$ cat src/rtl/mbt_defs.svh
`ifndef MBT_DEFS_SVH
`define MBT_DEFS_SVH
// Test configuration codes
`define MBT_CFG_ICDL     3'h0
`define MBT_CFG_DCDL     3'h1
`define MBT_CFG_ICUL     3'h2
`define MBT_CFG_DCUL     3'h3
`define MBT_CFG_CAMUL    3'h4
`define MBT_CFG_CAMDL    3'h5
`define MBT_CFG_LOAD     3'h6
`define MBT_CFG_RUN      3'h7
// Instruction fields
`define MBT_CTL_RNG      15:12
`define MBT_BLK_RNG      11:8
`define MBT_DW_RNG       7:4
`define MBT_PAT_RNG      3:0
`define MBT_DW_SERIAL    4
// Engine control codes
`define MBT_CTL_NORMAL   4'h0
`define MBT_CTL_STOP     4'h1
`define MBT_CTL_NATIVE   4'hf
// Block codes, bit 3 selects the MMU arrays
`define MBT_BLK_MMU      3
`define MBT_LIM_CACHE    11'h7ff
`define MBT_LIM_MMU      11'h03f
// Pattern codes
`define MBT_PAT_WSOL     4'h0
`define MBT_PAT_RSOL     4'h1
`define MBT_PAT_WCKB     4'h2
`define MBT_PAT_RCKB     4'h3
`define MBT_PAT_ROWM     4'h4
`define MBT_PAT_COLM     4'h5
`define MBT_PAT_BANG18   4'h6
`define MBT_PAT_BANG2    4'hf
`define MBT_N_ONE        5'h01
`define MBT_N_MARCH      5'h06
`define MBT_N_BANG18     5'h12
`define MBT_N_BANG2      5'h02
// Synchronised pin vector layout
`define MBT_PIN_W        28
`define MBT_PIN_CFG      27:25
`define MBT_PIN_SCAN     24:9
`define MBT_PIN_SMODE    8
`define MBT_PIN_OVR      7
`define MBT_PIN_BRN      6
`define MBT_PIN_SRN      5
`define MBT_PIN_EXT      4
`define MBT_PIN_INT      3
`define MBT_PIN_HOLD     2
`define MBT_PIN_RSAFE    1
`define MBT_PIN_ISO      0
`endif

$ cat src/rtl/mbt_pkg.sv
`include "mbt_defs.svh"
package mbt_pkg;
    typedef enum logic [2:0] {
        ST_IDLE   = 3'h0,
        ST_LOAD   = 3'h1,
        ST_RUN    = 3'h3,
        ST_DONE   = 3'h2,
        ST_HALT   = 3'h6,
        ST_NATIVE = 3'h7
    } mbt_state_type;

    typedef struct packed {
        logic wr;
        logic inv;
        logic dec;
    } mbt_step_type;

    typedef struct packed {
        logic [`MBT_PIN_W-1:0] sync1;
        logic [`MBT_PIN_W-1:0] sync2;
        mbt_state_type         st;
        logic [15:0]           instr;
        logic [10:0]           cnt;
        logic [4:0]            pass;
        logic                  rd_pend;
        logic [15:0]           exp;
        logic                  err;
        logic                  done;
        logic [15:0]           sout;
        logic                  areq;
        logic                  awe;
        logic [10:0]           aaddr;
        logic [15:0]           awdata;
        logic                  uwe;
        logic [1:0]            utgt;
        logic                  ucam;
        logic [15:0]           udata;
        logic                  bus_rn;
        logic                  soft_rn;
        logic                  dbg_rst;
        logic                  freeze;
        logic                  short_chain;
        logic                  native;
        logic                  busy;
    } mbt_ctrl_type;
endpackage

$ cat src/rtl/mbt_ctrl.sv
// Summary of operation
// - Decode three-bit test configuration into eight modes
// - Config six resets engine, captures instruction
// - Instruction keeps value from last load edge
// - Instruction splits into control, block, data, pattern
// - Control zero runs test to completion
// - Control one halts shortly after miscompare
// - Control all-ones starts native code execution
// - Block field selects cache or MMU array
// - Data field gives root word or upload style
// - Scan output carries download data or status
// - Override acts after power manager stage
// - Output hold safe freezes core outputs in internal test
// - Reset safe holds debug domain reset in external test
// - External test keeps core reset; scan controls
// - Isolate selects short shared wrapper chain
// - Pattern field selects solids, checkerboard, march, bang
`timescale 1ns/1ps

module mbt_fifo #(
    parameter int W = 16,
    parameter int D = 4
) (
    // Clock and reset
    input  wire logic         clk_sys,
    input  wire logic         sys_rst,
    // Fill side
    input  wire logic         in_valid,
    input  wire logic [W-1:0] in_data,
    output logic              in_ready,
    // Drain side
    output logic              out_valid,
    output logic [W-1:0]      out_data,
    input  wire logic         out_ready
);
    localparam int AW = (D > 1) ? $clog2(D) : 1;

    typedef struct packed {
        logic [D-1:0][W-1:0] mem;
        logic [AW-1:0]       rd;
        logic [AW-1:0]       wr;
        logic [AW:0]         cnt;
        logic                rdy;
    } mbt_fifo_type;

    mbt_fifo_type r;
    mbt_fifo_type r_nxt;
    logic         push;
    logic         pop;

    function automatic logic [AW-1:0] f_inc(input logic [AW-1:0] p);
        f_inc = (p == AW'(D - 1)) ? '0 : p + 1'b1;
    endfunction

    assign push      = in_valid && r.rdy;
    assign pop       = out_ready && (r.cnt != '0);
    assign in_ready  = r.rdy;
    assign out_valid = (r.cnt != '0);
    assign out_data  = r.mem[r.rd];

    always_comb begin
        r_nxt = r;
        if (push) begin
            r_nxt.mem[r.wr] = in_data;
            r_nxt.wr        = f_inc(r.wr);
        end
        if (pop) begin
            r_nxt.rd = f_inc(r.rd);
        end
        r_nxt.cnt = r.cnt + (AW+1)'(push) - (AW+1)'(pop);
        r_nxt.rdy = (r_nxt.cnt < (AW+1)'(D));
    end

    always_ff @(posedge clk_sys) begin
        if (sys_rst) begin
            r     <= '0;
            r.rdy <= 1'b1;
        end else begin
            r <= r_nxt;
        end
    end
endmodule

module mbt_ctrl #(
    parameter int DL_DEPTH = 4
) (
    // Clock and reset
    input  wire logic        clk_sys,
    input  wire logic        sys_rst,
    // Tester port
    input  wire logic [2:0]  test_config_select,
    input  wire logic [15:0] scan_input_bus,
    output logic [15:0]      scan_output_bus,
    // Test reset and wrapper pins
    input  wire logic        scan_mode_select,
    input  wire logic        test_reset_override,
    input  wire logic        bus_reset_n,
    input  wire logic        soft_reset_n,
    input  wire logic        external_test_mode,
    input  wire logic        internal_test_mode,
    input  wire logic        output_hold_safe,
    input  wire logic        debug_domain_reset_safe,
    input  wire logic        user_logic_wrapper_isolate,
    // Core reset and wrapper controls
    output logic             core_bus_reset_n,
    output logic             core_soft_reset_n,
    output logic             debug_domain_reset,
    output logic             core_output_freeze,
    output logic             wrapper_short_chain,
    // Array access
    output logic             array_req,
    output logic             array_we,
    output logic [3:0]       array_block,
    output logic [10:0]      array_addr,
    output logic [15:0]      array_wdata,
    input  wire logic [15:0] array_rdata,
    // Cache upload
    output logic             upload_we,
    output logic [1:0]       upload_target,
    output logic             upload_cam,
    output logic [15:0]      upload_data,
    // Cache download
    input  wire logic        dl_valid,
    input  wire logic [15:0] dl_data,
    output logic             dl_ready,
    // Engine status
    output logic             bist_busy,
    output logic             bist_done,
    output logic             bist_error,
    output logic             native_exec
);
    mbt_pkg::mbt_ctrl_type r;
    mbt_pkg::mbt_ctrl_type r_nxt;
    logic                  fifo_valid;
    logic [15:0]           fifo_data;
    logic                  fifo_pop;
    logic [2:0]            cfg;
    logic [3:0]            ctl;
    logic [3:0]            blk;
    logic [3:0]            pat;

    // Number of passes per pattern, zero when reserved
    function automatic logic [4:0] f_npass(input logic [3:0] p);
        case (p)
            `MBT_PAT_WSOL, `MBT_PAT_RSOL,
            `MBT_PAT_WCKB, `MBT_PAT_RCKB: f_npass = `MBT_N_ONE;
            `MBT_PAT_ROWM, `MBT_PAT_COLM: f_npass = `MBT_N_MARCH;
            `MBT_PAT_BANG18:              f_npass = `MBT_N_BANG18;
            `MBT_PAT_BANG2:               f_npass = `MBT_N_BANG2;
            default:                      f_npass = 5'h00;
        endcase
    endfunction

    // Access kind of one pass
    function automatic mbt_pkg::mbt_step_type f_step(input logic [3:0] p,
                                                     input logic [4:0] n);
        mbt_pkg::mbt_step_type s;
        s = '0;
        case (p)
            `MBT_PAT_WSOL, `MBT_PAT_WCKB: s.wr = 1'b1;
            `MBT_PAT_ROWM, `MBT_PAT_COLM: begin
                s.wr  = ~n[0];
                s.inv = (n == 5'h02) || (n == 5'h03);
                s.dec = (n == 5'h03) || (n == 5'h04);
            end
            `MBT_PAT_BANG18, `MBT_PAT_BANG2: s.wr = ~n[0];
            default: s = '0;
        endcase
        f_step = s;
    endfunction

    function automatic logic f_blk_ok(input logic [3:0] b);
        f_blk_ok = (b[2] == 1'b0) && (b[1:0] != 2'h3);
    endfunction

    assign cfg = r.sync2[`MBT_PIN_CFG];
    assign ctl = r.instr[`MBT_CTL_RNG];
    assign blk = r.instr[`MBT_BLK_RNG];
    assign pat = r.instr[`MBT_PAT_RNG];
    assign fifo_pop = (cfg == `MBT_CFG_ICDL) || (cfg == `MBT_CFG_DCDL) ||
                      (cfg == `MBT_CFG_CAMDL);

    mbt_fifo #(
        .W (16),
        .D (DL_DEPTH)
    ) u_dl_fifo (
        .clk_sys   (clk_sys),
        .sys_rst   (sys_rst),
        .in_valid  (dl_valid),
        .in_data   (dl_data),
        .in_ready  (dl_ready),
        .out_valid (fifo_valid),
        .out_data  (fifo_data),
        .out_ready (fifo_pop)
    );

    always_comb begin
        mbt_pkg::mbt_step_type s;
        logic [10:0] lim;
        logic [10:0] idx;
        logic [5:0]  x;
        logic [4:0]  y;
        logic [15:0] d;
        logic [4:0]  np;
        s     = f_step(pat, r.pass);
        np    = f_npass(pat);
        lim   = blk[`MBT_BLK_MMU] ? `MBT_LIM_MMU : `MBT_LIM_CACHE;
        idx   = s.dec ? (lim - r.cnt) : r.cnt;
        x     = ((pat == `MBT_PAT_COLM) && !blk[`MBT_BLK_MMU]) ? idx[10:5]
                                                                : idx[5:0];
        y     = ((pat == `MBT_PAT_COLM) && !blk[`MBT_BLK_MMU]) ? idx[4:0]
                                                                : idx[10:6];
        d     = {4{r.instr[`MBT_DW_RNG]}};
        r_nxt = r;
        r_nxt.sync1 = {test_config_select, scan_input_bus, scan_mode_select,
                       test_reset_override, bus_reset_n, soft_reset_n,
                       external_test_mode, internal_test_mode,
                       output_hold_safe, debug_domain_reset_safe,
                       user_logic_wrapper_isolate};
        r_nxt.sync2 = r.sync1;
        r_nxt.areq  = 1'b0;
        r_nxt.awe   = 1'b0;
        r_nxt.uwe   = 1'b0;
        r_nxt.rd_pend = 1'b0;
        if (r.rd_pend && (array_rdata != r.exp)) begin
            r_nxt.err = 1'b1;
        end
        case (cfg)
            `MBT_CFG_LOAD: begin
                r_nxt.st    = mbt_pkg::ST_LOAD;
                r_nxt.instr = r.sync2[`MBT_PIN_SCAN];
                r_nxt.cnt   = '0;
                r_nxt.pass  = '0;
                r_nxt.err   = r.rd_pend && (array_rdata != r.exp);
                r_nxt.done  = 1'b0;
                r_nxt.native = 1'b0;
                r_nxt.rd_pend = 1'b0;
            end
            `MBT_CFG_RUN: begin
                case (r.st)
                    mbt_pkg::ST_LOAD: begin
                        if (ctl == `MBT_CTL_NATIVE) begin
                            r_nxt.st     = mbt_pkg::ST_NATIVE;
                            r_nxt.native = 1'b1;
                        end else if (((ctl != `MBT_CTL_NORMAL) &&
                                      (ctl != `MBT_CTL_STOP)) ||
                                     !f_blk_ok(blk) || (np == 5'h00)) begin
                            r_nxt.st   = mbt_pkg::ST_DONE;
                            r_nxt.done = 1'b1;
                        end else begin
                            r_nxt.st = mbt_pkg::ST_RUN;
                        end
                    end
                    mbt_pkg::ST_RUN: begin
                        if ((ctl == `MBT_CTL_STOP) && r.err) begin
                            r_nxt.st = mbt_pkg::ST_HALT;
                        end else begin
                            r_nxt.areq  = 1'b1;
                            r_nxt.awe   = s.wr;
                            r_nxt.aaddr = blk[`MBT_BLK_MMU] ? {5'h00, x}
                                                            : {y, x};
                            if (s.inv ^ (((pat == `MBT_PAT_WCKB) ||
                                          (pat == `MBT_PAT_RCKB)) &&
                                         (x[0] ^ (y[0] &
                                          ~blk[`MBT_BLK_MMU])))) begin
                                d = ~d;
                            end
                            r_nxt.awdata  = d;
                            r_nxt.rd_pend = ~s.wr;
                            r_nxt.exp     = d;
                            if (r.cnt == lim) begin
                                r_nxt.cnt  = '0;
                                r_nxt.pass = r.pass + 5'h01;
                                if (r.pass + 5'h01 == np) begin
                                    r_nxt.st   = mbt_pkg::ST_DONE;
                                    r_nxt.done = 1'b1;
                                end
                            end else begin
                                r_nxt.cnt = r.cnt + 11'h001;
                            end
                        end
                    end
                    mbt_pkg::ST_DONE: begin
                        if ((ctl == `MBT_CTL_STOP) && r.err) begin
                            r_nxt.st = mbt_pkg::ST_HALT;
                        end
                    end
                    mbt_pkg::ST_HALT,
                    mbt_pkg::ST_NATIVE: r_nxt.st = r.st;
                    default: r_nxt.st = mbt_pkg::ST_IDLE;
                endcase
            end
            `MBT_CFG_ICUL, `MBT_CFG_DCUL, `MBT_CFG_CAMUL: begin
                r_nxt.st    = mbt_pkg::ST_IDLE;
                r_nxt.uwe   = 1'b1;
                r_nxt.udata = r.sync2[`MBT_PIN_SCAN];
                r_nxt.ucam  = (cfg == `MBT_CFG_CAMUL);
                if (cfg == `MBT_CFG_CAMUL) begin
                    r_nxt.utgt = 2'h0;
                end else if (!r.instr[`MBT_DW_SERIAL]) begin
                    r_nxt.utgt = 2'h3;
                end else begin
                    r_nxt.utgt = (cfg == `MBT_CFG_ICUL) ? 2'h1 : 2'h2;
                end
            end
            default: r_nxt.st = mbt_pkg::ST_IDLE;
        endcase
        r_nxt.busy = (r_nxt.st == mbt_pkg::ST_RUN);
        if (fifo_pop) begin
            if (fifo_valid) begin
                r_nxt.sout = fifo_data;
            end
        end else begin
            r_nxt.sout = {r.st, r.err, r.done, r.cnt};
        end
        r_nxt.bus_rn  = r.sync2[`MBT_PIN_BRN] &&
                        !(r.sync2[`MBT_PIN_SMODE] && r.sync2[`MBT_PIN_OVR]) &&
                        !r.sync2[`MBT_PIN_EXT];
        r_nxt.soft_rn = r.sync2[`MBT_PIN_SRN] &&
                        !(r.sync2[`MBT_PIN_SMODE] && r.sync2[`MBT_PIN_OVR]) &&
                        !r.sync2[`MBT_PIN_EXT];
        r_nxt.dbg_rst = (r.sync2[`MBT_PIN_EXT] && r.sync2[`MBT_PIN_RSAFE]) ||
                        (r.sync2[`MBT_PIN_SMODE] && r.sync2[`MBT_PIN_OVR]);
        r_nxt.freeze  = r.sync2[`MBT_PIN_INT] && r.sync2[`MBT_PIN_HOLD];
        r_nxt.short_chain = r.sync2[`MBT_PIN_ISO];
    end

    always_ff @(posedge clk_sys) begin
        if (sys_rst) begin
            r         <= '0;
            r.bus_rn  <= 1'b0;
            r.soft_rn <= 1'b0;
        end else begin
            r <= r_nxt;
        end
    end

    assign scan_output_bus     = r.sout;
    assign core_bus_reset_n    = r.bus_rn;
    assign core_soft_reset_n   = r.soft_rn;
    assign debug_domain_reset  = r.dbg_rst;
    assign core_output_freeze  = r.freeze;
    assign wrapper_short_chain = r.short_chain;
    assign array_req           = r.areq;
    assign array_we            = r.awe;
    assign array_block         = r.instr[`MBT_BLK_RNG];
    assign array_addr          = r.aaddr;
    assign array_wdata         = r.awdata;
    assign upload_we           = r.uwe;
    assign upload_target       = r.utgt;
    assign upload_cam          = r.ucam;
    assign upload_data         = r.udata;
    assign bist_busy           = r.busy;
    assign bist_done           = r.done;
    assign bist_error          = r.err;
    assign native_exec         = r.native;
endmodule

$ cat config.mk
export PLATFORM = sky130hd
export DESIGN_NAME = mbt_ctrl
export DESIGN_NICKNAME = d
export VERILOG_FILES = /design/src/rtl/mbt_pkg.sv /design/src/rtl/mbt_ctrl.sv
export VERILOG_INCLUDE_DIRS = /design/src /design/src/rtl
export SDC_FILE = /design/constraint.sdc
export NUM_CORES = 1
export LEC_CHECK = 0
export BUFFER_PORTS_ARGS = -buffer_cell sky130_fd_sc_hd__buf_4
export CORE_ASPECT_RATIO = 1.25
export CORE_UTILIZATION = 60
export DETAILED_ROUTE_END_ITERATION = 16
export GPL_TIMING_DRIVEN = 0
export PLACE_DENSITY = 0.83
export SETUP_SLACK_MARGIN = 0.4
export SLEW_MARGIN = 5
export SYNTH_ARGS = -nofsm -noshare
export SYNTH_HDL_FRONTEND = slang
export SYNTH_SLANG_ARGS = --single-unit
$ cat constraint.sdc
create_clock -name clk_sys -period 5 [get_ports clk_sys]
set_clock_uncertainty 0.2 [all_clocks]
set_input_delay 0.25 -clock clk_sys [delete_from_list [all_inputs] [get_ports clk_sys]]
set_output_delay 0.25 -clock clk_sys [all_outputs]
set_load 0.03 [all_outputs]
# Word-level counts from Yosys, hierarchy flattened
# Memories as Yosys holds them, arrays and structs flattened. A register that Yosys moved wholly into a read port is not among the register bits.
# Cells that the tools add are included.
dict set report classes {
  bitwise 11
  addsub 7
  n_mux 49
  n_lt_le_gt_ge 4
  eq_ne 43
  n_reduce_logical 47
}
# cell n
set op_table {}
lappend op_table {{$mux 16} 5}
lappend op_table {{$mux 33} 2}
lappend op_table {{$bwmux 64} 1}
lappend op_table {{$mux 11} 4}
lappend op_table {{$pmux 17 s2} 1}
lappend op_table {{$bmux 16 s2} 1}
lappend op_table {{$demux 16 s2} 1}
lappend op_table {{$mux 29} 1}
lappend op_table {{$mux 20} 1}
lappend op_table {{$eq 3x3->1 const B} 6}
lappend op_table {{$logic_and 1x1->1} 16}
lappend op_table {{$ne 16x16->1} 1}
lappend op_table {{$not 16->16} 1}
lappend op_table {{$eq 3x2->1 const B} 5}
lappend op_table {{$mux 3} 5}
lappend op_table {{$ne 3x3->1 const B} 5}
lappend op_table {{$eq 4x3->1 const B} 3}
lappend op_table {{$mux 2} 6}
lappend op_table {{$pmux 3 s4} 1}
lappend op_table {{$add 11x1->11 const B} 1}
lappend op_table {{$eq 11x11->1} 1}
lappend op_table {{$sub 11x11->11} 1}
lappend op_table {{$eq 5x2->1 const B} 2}
lappend op_table {{$mux 1} 10}
lappend op_table {{40 further kinds} 80}
dict set report totals {
  regBits 238
  mem_bits_ro 64
  output_inout_bits 79
  inputBits 63
  mem_count 1
  elab_cells 195
}
# memory words width rd rd_clocked_by_memory_dff wr line
set memory_table {}
lappend memory_table {{(no name shown)} 16 4 1 1 0 mbt_ctrl.sv:144} ;# case (p)

# Longest topological paths before layout
# Gate-level depths: netlist of run 1.
dict set report logic_depth {
  word_depth 13
  mapped_depth 11
}

# By module
# A second synthesis of run 1 with hierarchy kept.
dict set report unflattened {
  cells_unflattened 1131
  area_unflattened_um2 9990.8
}
# mod instances area_each_um2 cells_each
set modules_own_cells {}
lappend modules_own_cells {mbt_ctrl 1 6859.1 783}
lappend modules_own_cells {mbt_fifo 1 3131.8 348}

# Least setup slack after synthesis of run 1
# OpenSTA, ideal clock, no wires.
dict set report synth_path {
  path_kind {reg2reg}
  start {register r, in the netlist array_block[3]}
  end {register r[94] in the netlist's numbering}
  path_slack_ns 2.242
  required_time_ns 4.729
  synth_period_minus_slack_ns 2.758
  stages_incl_launch_ff 11
  arrival_time_ns 2.488
  n_path_buf 2
  cell_sequence {dfxtp_1 > buf_2 > inv_1 > ha_1 > nand4_1 > nor4_4 > a31o_1 > nand3_1 > buf_2 > or4_1 > a21oi_1}
}
dict set report synth_via {
  elab_chain_cells 4
}
# element line
set synth_rtl {}
lappend synth_rtl {{start, declared} mbt_ctrl.sv:132} ;# mbt_pkg::mbt_ctrl_type r;
lappend synth_rtl {{start signal, assigned} mbt_ctrl.sv:334} ;# r <= r_nxt;
lappend synth_rtl {{$mux 11 (no line)} n/a}
lappend synth_rtl {{$eq 11x11->1} mbt_ctrl.sv:271} ;# if (r.cnt == lim) begin
lappend synth_rtl {{$ne 2x2->1 (no line)} n/a}
lappend synth_rtl {{$reduce_and 4->1 (no line)} n/a}
# Every way passes these cells.
# A chain may end at the register's enable or synchronous reset.

# Worst setup path in the final report of run 1
# Ends and elaborated chain as after synthesis.

==> results of run 1 <==
## metrics by stage
step	util [%]	power (mW)	hold WS [ps]	area [um2]
3_3_place_gp	69.6	2.72	211	11300
6_report	77.3	4.49	220	12500
2_1_floorplan	-	2.52	159	9950
3_5_place_dp	69.6	2.74	211	11300
5_1_grt	77.3	4.65	244	12500
4_1_cts	77.3	4.49	223	12500
## kinds of logic after synthesis
family	after synthesis
fa+ha+maj	17
mux	42
flops	230
xor+xnor	26
compound gates	197
simple gates	477
buf+inv	154
## area by class of cell
| type | instances | area [um2] |
|---|---|---|
| buffer | 135 | 769 |
| clock buffer | 33 | 672 |
| clock inverter | 6 | 91.3 |
| fill | 1102 | 3680 |
| inverter | 19 | 71.3 |
| multi-input combinational | 759 | 4500 |
| sequential | 230 | 4600 |
| tap | 216 | 270 |
| timing repair buffer | 189 | 1540 |
## layout by cell type, fill, tap and decap left out, types with 4 or more instances in the layout
cell type	count
nand4_1	7
dfxtp_1	230
nand3b_1	6
mux2i_1	24
nand2_1	240
ha_1	15
inv_1	19
buf_1	6
xnor2_1	15
clkbuf_1	54
buf_4	207
nor3b_1	6
and2_1	7
nor2_1	72
dlygate4sd3_1	48
a21oi_1	128
clkbuf_16	22
nand2b_1	12
mux4_2	16
clkbuf_8	8
nand3_1	12
nor2b_1	61
nor3_1	17
a31oi_1	4
and3_1	12
o21ai_0	10
buf_2	12
xor2_1	10
a211o_1	6
or3_1	5
or4_1	7
a211oi_1	23
## sequential cells by signal, summed over array words and instances, names as in the netlist, 11 cells and up, named ones only
| name | count |
|---|---|
| r | 77 |
| u_dl_fifo.r | 71 |
| scan_output_bus | 16 |
| upload_data | 16 |
| array_addr | 11 |
## power breakdown
| group | switching, mW | internal [mW] | total [mW] |
|---|---|---|---|
| sequential | 0.0621 | 1.93 | 1.99 |
| combinational | 0.420 | 0.338 | 0.759 |
| clock | 0.708 | 1.03 | 1.74 |
| total | 1.19 | 3.30 | 4.49 |
## per-layer routing
layer	part of all wire, %	wire, um	global-route usage (%)
met2	52	13600	56.1
met1	38	9850	37.1
met4	2.7	700	11.3
met3	7.7	2020	4.33
met5	0	0	0
## repair_timing
| action | 4_1_cts | 5_1_grt |
|---|---|---|
| hold buffers | 48 | 0 |
| setup endpoints to repair | 0 | 0 |
| endpoints found under the hold margin | 100 | 0 |
## cells in the mapped netlist, types with 7 or more instances
cell type    n
o21ai_0     10
nand2_1    240
nor2b_1     61
xor2_1      10
and2_1       7
nor3_1      17
mux4_2      16
a21oi_1    128
or4_1        7
nor2_1      72
and3_1      12
inv_1       19
buf_4       66
nand4_1      7
clkbuf_1    51
buf_2       12
nand2b_1    12
ha_1        15
xnor2_1     15
nand3_1     12
dfxtp_1    230
a211oi_1    23
mux2i_1     24
## how the worst min path moves through the flow
stage / end / slack (ps)
3_3_place_gp: core_soft_reset_n$_SDFF_PP0_ / 210
6_report: core_bus_reset_n$_SDFF_PP0_ / 220
2_1_floorplan: array_req$_SDFF_PP0_ / 160
5_1_grt: core_soft_reset_n$_SDFF_PP0_ / 240
3_5_place_dp: core_bus_reset_n$_SDFF_PP0_ / 210
4_1_cts: core_bus_reset_n$_SDFF_PP0_ / 220
## critical path, cell delays in order (launching register included)
cell,delay [ps]
dfxtp_1,560
buf_2,300
inv_1,150
ha_1,380
nand4_1,160
nor4_4,390
a31o_1,210
nand3_1,100
buf_2,210
or4_1,520
a21oi_1,140
==> summary.md, run 1 <==
| Metric | Value |
|---|---|
| Max Fclk | 293 MHz |
| Worst setup path end | r[94]$_SDFFE_PP0P_ |
| CP max FO | 10 |
| Setup Fix Bufs, Post-CTS | 0 |
| Worst Hold Depth | 1 |
| Peak supply drop | 0.424 mV |
| Synth unique cells | 58 |
| Io pins | 142 |
| DRC viols | 0 |
| N_diodes | 0 |
| Initial Util | roughly three fifths |
| Slew margin rel. | 39.3% |
| R2r worst-path depth | 10 |
| EDFF count, synth | 0 |
| Core area | 16200 um2 |
| Worst reg2reg endpoint | r[94]$_SDFFE_PP0P_ |
| Mux cell area share after synthesis | around 6.4% |
| Hold Crit Start | r[132]$_SDFF_PP0_ |
| Pins Over Slew Limit | 0 |
| CTS resizes | 0 |
| Fin Setup TNS | 0 ps |
| Iteration-0 DRC Markers | 666 |
| Vias in the first global route | 8564 |
| Top_reg_cell synth | dfxtp_1 |
| Ys async rst share | 0% |
| Synth-to-Final Area Change | 25.9% |
| Die area | between 15000 and 20000 um2 |
| Drt first pass iters | 6 |
| Clock slew at reported path FFs | 60 ps |
| Routed wire length | approximately 26000 um |
| Final Hold Vio Count | 0 |
| Ratio of cells with drive above 1 in the final layout | 20.8% |
| Worst slew pin tran | 910 ps |
| Outcome | complete, no violations |
| Hold Crit Class | reg2reg |
| Simple-gate share of the synthesized area | around 22% |
| Critical path origin | array_block[3]$_SDFFE_PP0P_ |
| Final Critical Period | around 3400 ps |
| Post-synthesis compound-gate area fraction | 11.8% |
| DP Cell Count | 1500 |
| Seq/Total Area, Yosys | 46.3% |
| Worst endpoint data arrival time | 3630 ps |
| Largest net degree at the start of global routing | 15 |
| CTS tree | built |
| Non-Filler Instances | roughly 1600 |
| Core Rows | 52 |
| Synth Area per Inst | slightly below 9 um2 |
| Worst setup SP type | flip-flop |
| Critical R2R Launch | array_block[3]$_SDFFE_PP0P_ |
| Sink Count | 230 |
| Post-synthesis adder-cell area fraction | under 10% |
| Top cell type's share of synthesized area | 46.3% |
| Endpoints failing setup | 0 |
| Die extent in y | 146 um |
| Wire per inst | 16.5 um |
| Root buffer cell | clkbuf_16 |
| Nets | approximately 1400 |
| Main combinational cell family by area after synthesis | simple AND/OR/NAND/NOR gates |
| Gate count after technology mapping | between 1000 and 1500 |
| Synth Net Count | 1223 |
| Post-Syn Area | 9950 um2 |
| H-tree levels | 1 |
| Post-synthesis xor/xnor area fraction | 2.36% |
| Part of the cycle the worst path needs | 68.1% |
| Port Buffers | approximately 140 |
| CTS max path bufs | 3 |
| Initial antenna violation count | 0 |
| Worst R2R Setup Slack | 1590 ps |
| WS Path Type | reg2reg |
| Worst-Skew Late Latency | 510 ps |
| Vias per cell | 5.56 |
| Setup Slack @ Placement | between 1500 and 2000 ps |
| HPWL after detailed placement | around 18000 um |
| Gr usage total | 31.2% |
| WP data required | 5230 ps |
| Synth warn | 0 |
| Synth Register Bits | 230 |
| Post-DRT Antenna Nets | 0 |
| Die Span X | 117 um |
| RSZ-0062 raised after global routing | false |
| Cts bufs inserted | 22 |
| Yosys top cell by area | dfxtp_1 |
| Leak Pwr | about 5 nW |
| Area contributors post-synth | dfxtp_1 46%, nand2_1 9.1%, a21oi_1 6.4% |
| Congestion Overflow GR | 0 |
| First-pass GRT wire length | ~42000 um |
| Max Cap Violations | 0 |
| Routability cong. | 0.943 |
| Via count | 8826 |
| Final setup margin | 1590 ps |
| Worst setup EP type | flip-flop |
| PwrDens | 359 nW/um2 |
Power figures use the tool's default switching activity.
==> run 2, diff against run 1 <==
--- a/config.mk
+++ b/config.mk
@@ -8,10 +8,10 @@
 export LEC_CHECK = 0
 export BUFFER_PORTS_ARGS = -buffer_cell sky130_fd_sc_hd__buf_4
 export CORE_ASPECT_RATIO = 1.25
-export CORE_UTILIZATION = 60
+export CORE_UTILIZATION = 57
 export DETAILED_ROUTE_END_ITERATION = 16
 export GPL_TIMING_DRIVEN = 0
-export PLACE_DENSITY = 0.83
+export PLACE_DENSITY = 0.79
 export SETUP_SLACK_MARGIN = 0.4
 export SLEW_MARGIN = 5
 export SYNTH_ARGS = -nofsm -noshare
==> constraint.sdc (replaced) <==
create_clock -name clk_sys -period 3.26 [get_ports clk_sys]
set_clock_uncertainty 0.2 [all_clocks]
set_input_delay 0.163 -clock clk_sys [delete_from_list [all_inputs] [get_ports clk_sys]]
set_output_delay 0.163 -clock clk_sys [all_outputs]
set_load 0.03 [all_outputs]
==> summary.md, run 2 (same netlist as run 1, synthesis figures left out) <==
| Metric | Value |
|---|---|
| Outcome | complete, no violations |
| Worst setup EP type | flip-flop |
| Max Fclk | 357 MHz |
| Hold Crit Class | in2reg |
| Max FFs per register | 77 |
| DP Area | about 11000 um2 |
| Drt first pass iters | 5 |
| Worst-Skew Late Latency | 510 ps |
| Io pins | 142 |
| Total power | 6.72 mW |
| Congestion Overflow GR | 0 |
| Most frequent cells in the layout | 240 x nand2_1, 227 x dfxtp_1, 217 x buf_4 |
| Delay-heaviest family, CP | simple AND/OR/NAND/NOR gates |
| CP max stage delay | about 520 ps |
| Slew margin rel. | 40.0% |
| N_diodes | 0 |
| Synth-to-Final Area Change | 27.2% |
| WP data required | 3490 ps |
| CP cell instances | buf_8 -> clkinvlp_4 -> ha_4 -> nand4_1 -> nor4_4 -> a31o_1 -> nand3_1 -> buf_6 -> or4_1 -> a21oi_2 |
| Via count | 8712 |
| Pins Over Slew Limit | 0 |
| Sink Count | 230 |
| WS Path Type | reg2reg |
| Crit path buf inv count | 3 |
| Die extent in y | 150 um |
| Gr usage total | 28.4% |
| Peak supply drop | approximately 0.46 mV |
| Root buffer cell | clkbuf_16 |
| First-pass GRT wire length | 40500 um |
| RSZ-0062 raised after global routing | true |
| Initial antenna violation count | 0 |
| H-tree levels | 1 |
| Wire per inst | 16.2 um |
| DRC viols | 0 |
| Port Buffers | between 100 and 150 |
| Part of the cycle the worst path needs | 86.0% |
| Largest reg by FF count | r |
| Die area | 18000 um2 |
| Iteration-0 DRC Markers | 596 |
| Slowest CP cell | or4_1 |
| Leak Pwr | 5.07 nW |
| Initial Util | 58.6% |
| Worst slew pin tran | 900 ps |
| CTS max path bufs | 3 |
| Worst endpoint data arrival time | 3040 ps |
| Ratio of cells with drive above 1 in the final layout | 22.2% |
| Core area | 17000 um2 |
| Largest net degree at the start of global routing | 15 |
| Vias in the first global route | 8220 |
| Vias per cell | 5.44 |
| Non-Filler Instances | around 1600 |
| Fin Setup TNS | 0 ps |
| CP max FO | 7 |
| Worst setup SP type | flip-flop |
| Core Rows | 53 |
| Nets | 1447 |
| Commonest non-fill, non-tap cell in the layout | nand2_1 |
| CTS tree | built |
| Cts bufs inserted | 22 |
| Post-DRT Antenna Nets | 0 |
| Final Hold Vio Count | 0 |
| Final Critical Period | between 2000 and 3000 ps |
| Tightest hold margin | between 200 and 250 ps |
| Endpoints failing setup | 0 |
| Routed wire length | 25900 um |
| Routability cong. | 0.915 |
| Biggest regs | r x77, u_dl_fifo.r x71 |
| Max Cap Violations | 0 |
| Die Span X | 120 um |
| DP Cell Count | 1504 |
| HPWL after detailed placement | between 15000 and 20000 um |
| Finished Cell Area | 12700 um2 |
| Clock slew at reported path FFs | around 60 ps |
| PwrDens | approximately 530 nW/um2 |
## run 2: cell types whose count changed in the layout (fill, tap and decap cells not counted), moves of 3 or more
| cell | previous run | this run |
|---|---|---|
| a21oi_1 | 128 | 125 |
| buf_4 | 207 | 217 |
| clkbuf_2 | 0 | 4 |
| clkinv_2 | 3 | 0 |
| dfxtp_1 | 230 | 227 |
| ha_1 | 15 | 12 |
| ha_4 | 0 | 3 |
## run 2: final cells by class
type | instances | area [um2]
clock inverter | 2 | 23.8
buffer | 135 | 791
inverter | 19 | 75.1
multi-input combinational | 759 | 4560
timing repair buffer | 200 | 1620
sequential | 230 | 4610
fill | 1267 | 4320
tap | 220 | 275
clock buffer | 36 | 693
## run 2: repair_timing
item	CTS	global route
setup buffers	3	7
cloned	0	0
endpoints found under the setup margin	16	15
endpoints found under the hold margin	101	0
gates resized for setup	11	15
pin swaps	1	6
hold buffers	49	0
## run 2: per-stage QoR
step / setup slack (ps) / util, %
6_report: 457 / 74.5
5_1_grt: 346 / 74.5
4_1_cts: 398 / 74.0
3_5_place_dp: 9.05 / 66.5
3_3_place_gp: 3.07 / 66.5
2_1_floorplan: 502 / -
## run 2: final timing paths
kind / from / to / slack [ps] / cells past startpoint
setup / recovery: array_block[3]$_SDFFE_PP0P_ / r[94]$_SDFFE_PP0P_ / 460 / 10
hold / removal: scan_input_bus[11] / r[174]$_SDFF_PP0_ / 210 / 3
setup reg to reg: array_block[3]$_SDFFE_PP0P_ / r[94]$_SDFFE_PP0P_ / 460 / 10
hold reg to reg: r[128]$_SDFF_PP0_ / core_output_freeze$_SDFF_PP0_ / 230 / 2
## run 2: routing by layer
| layer | wire, um | global-route usage, % |
|---|---|---|
| met5 | 0 | 0 |
| met4 | 818 | 10.6 |
| met3 | 1800 | 4.19 |
| met2 | 13100 | 51.2 |
| met1 | 10100 | 33.9 |
## run 2: report_power, final
| group | internal, mW | switching (mW) | leakage, nW |
|---|---|---|---|
| clock network | 1.45 | 1.06 | 0.349 |
| logic | 0.520 | 0.636 | 2.85 |
| registers | 2.96 | 0.0937 | 1.87 |
| total | 4.93 | 1.79 | 5.07 |
## run 2: worst reg2reg max path: stages, from the launching register on
cell and delay (ps):
dfxtp_4 350, buf_8 120, clkinvlp_4 170, ha_4 320, nand4_1 130, nor4_4 310
a31o_1 190, nand3_1 100, buf_6 160, or4_1 530, a21oi_2 130
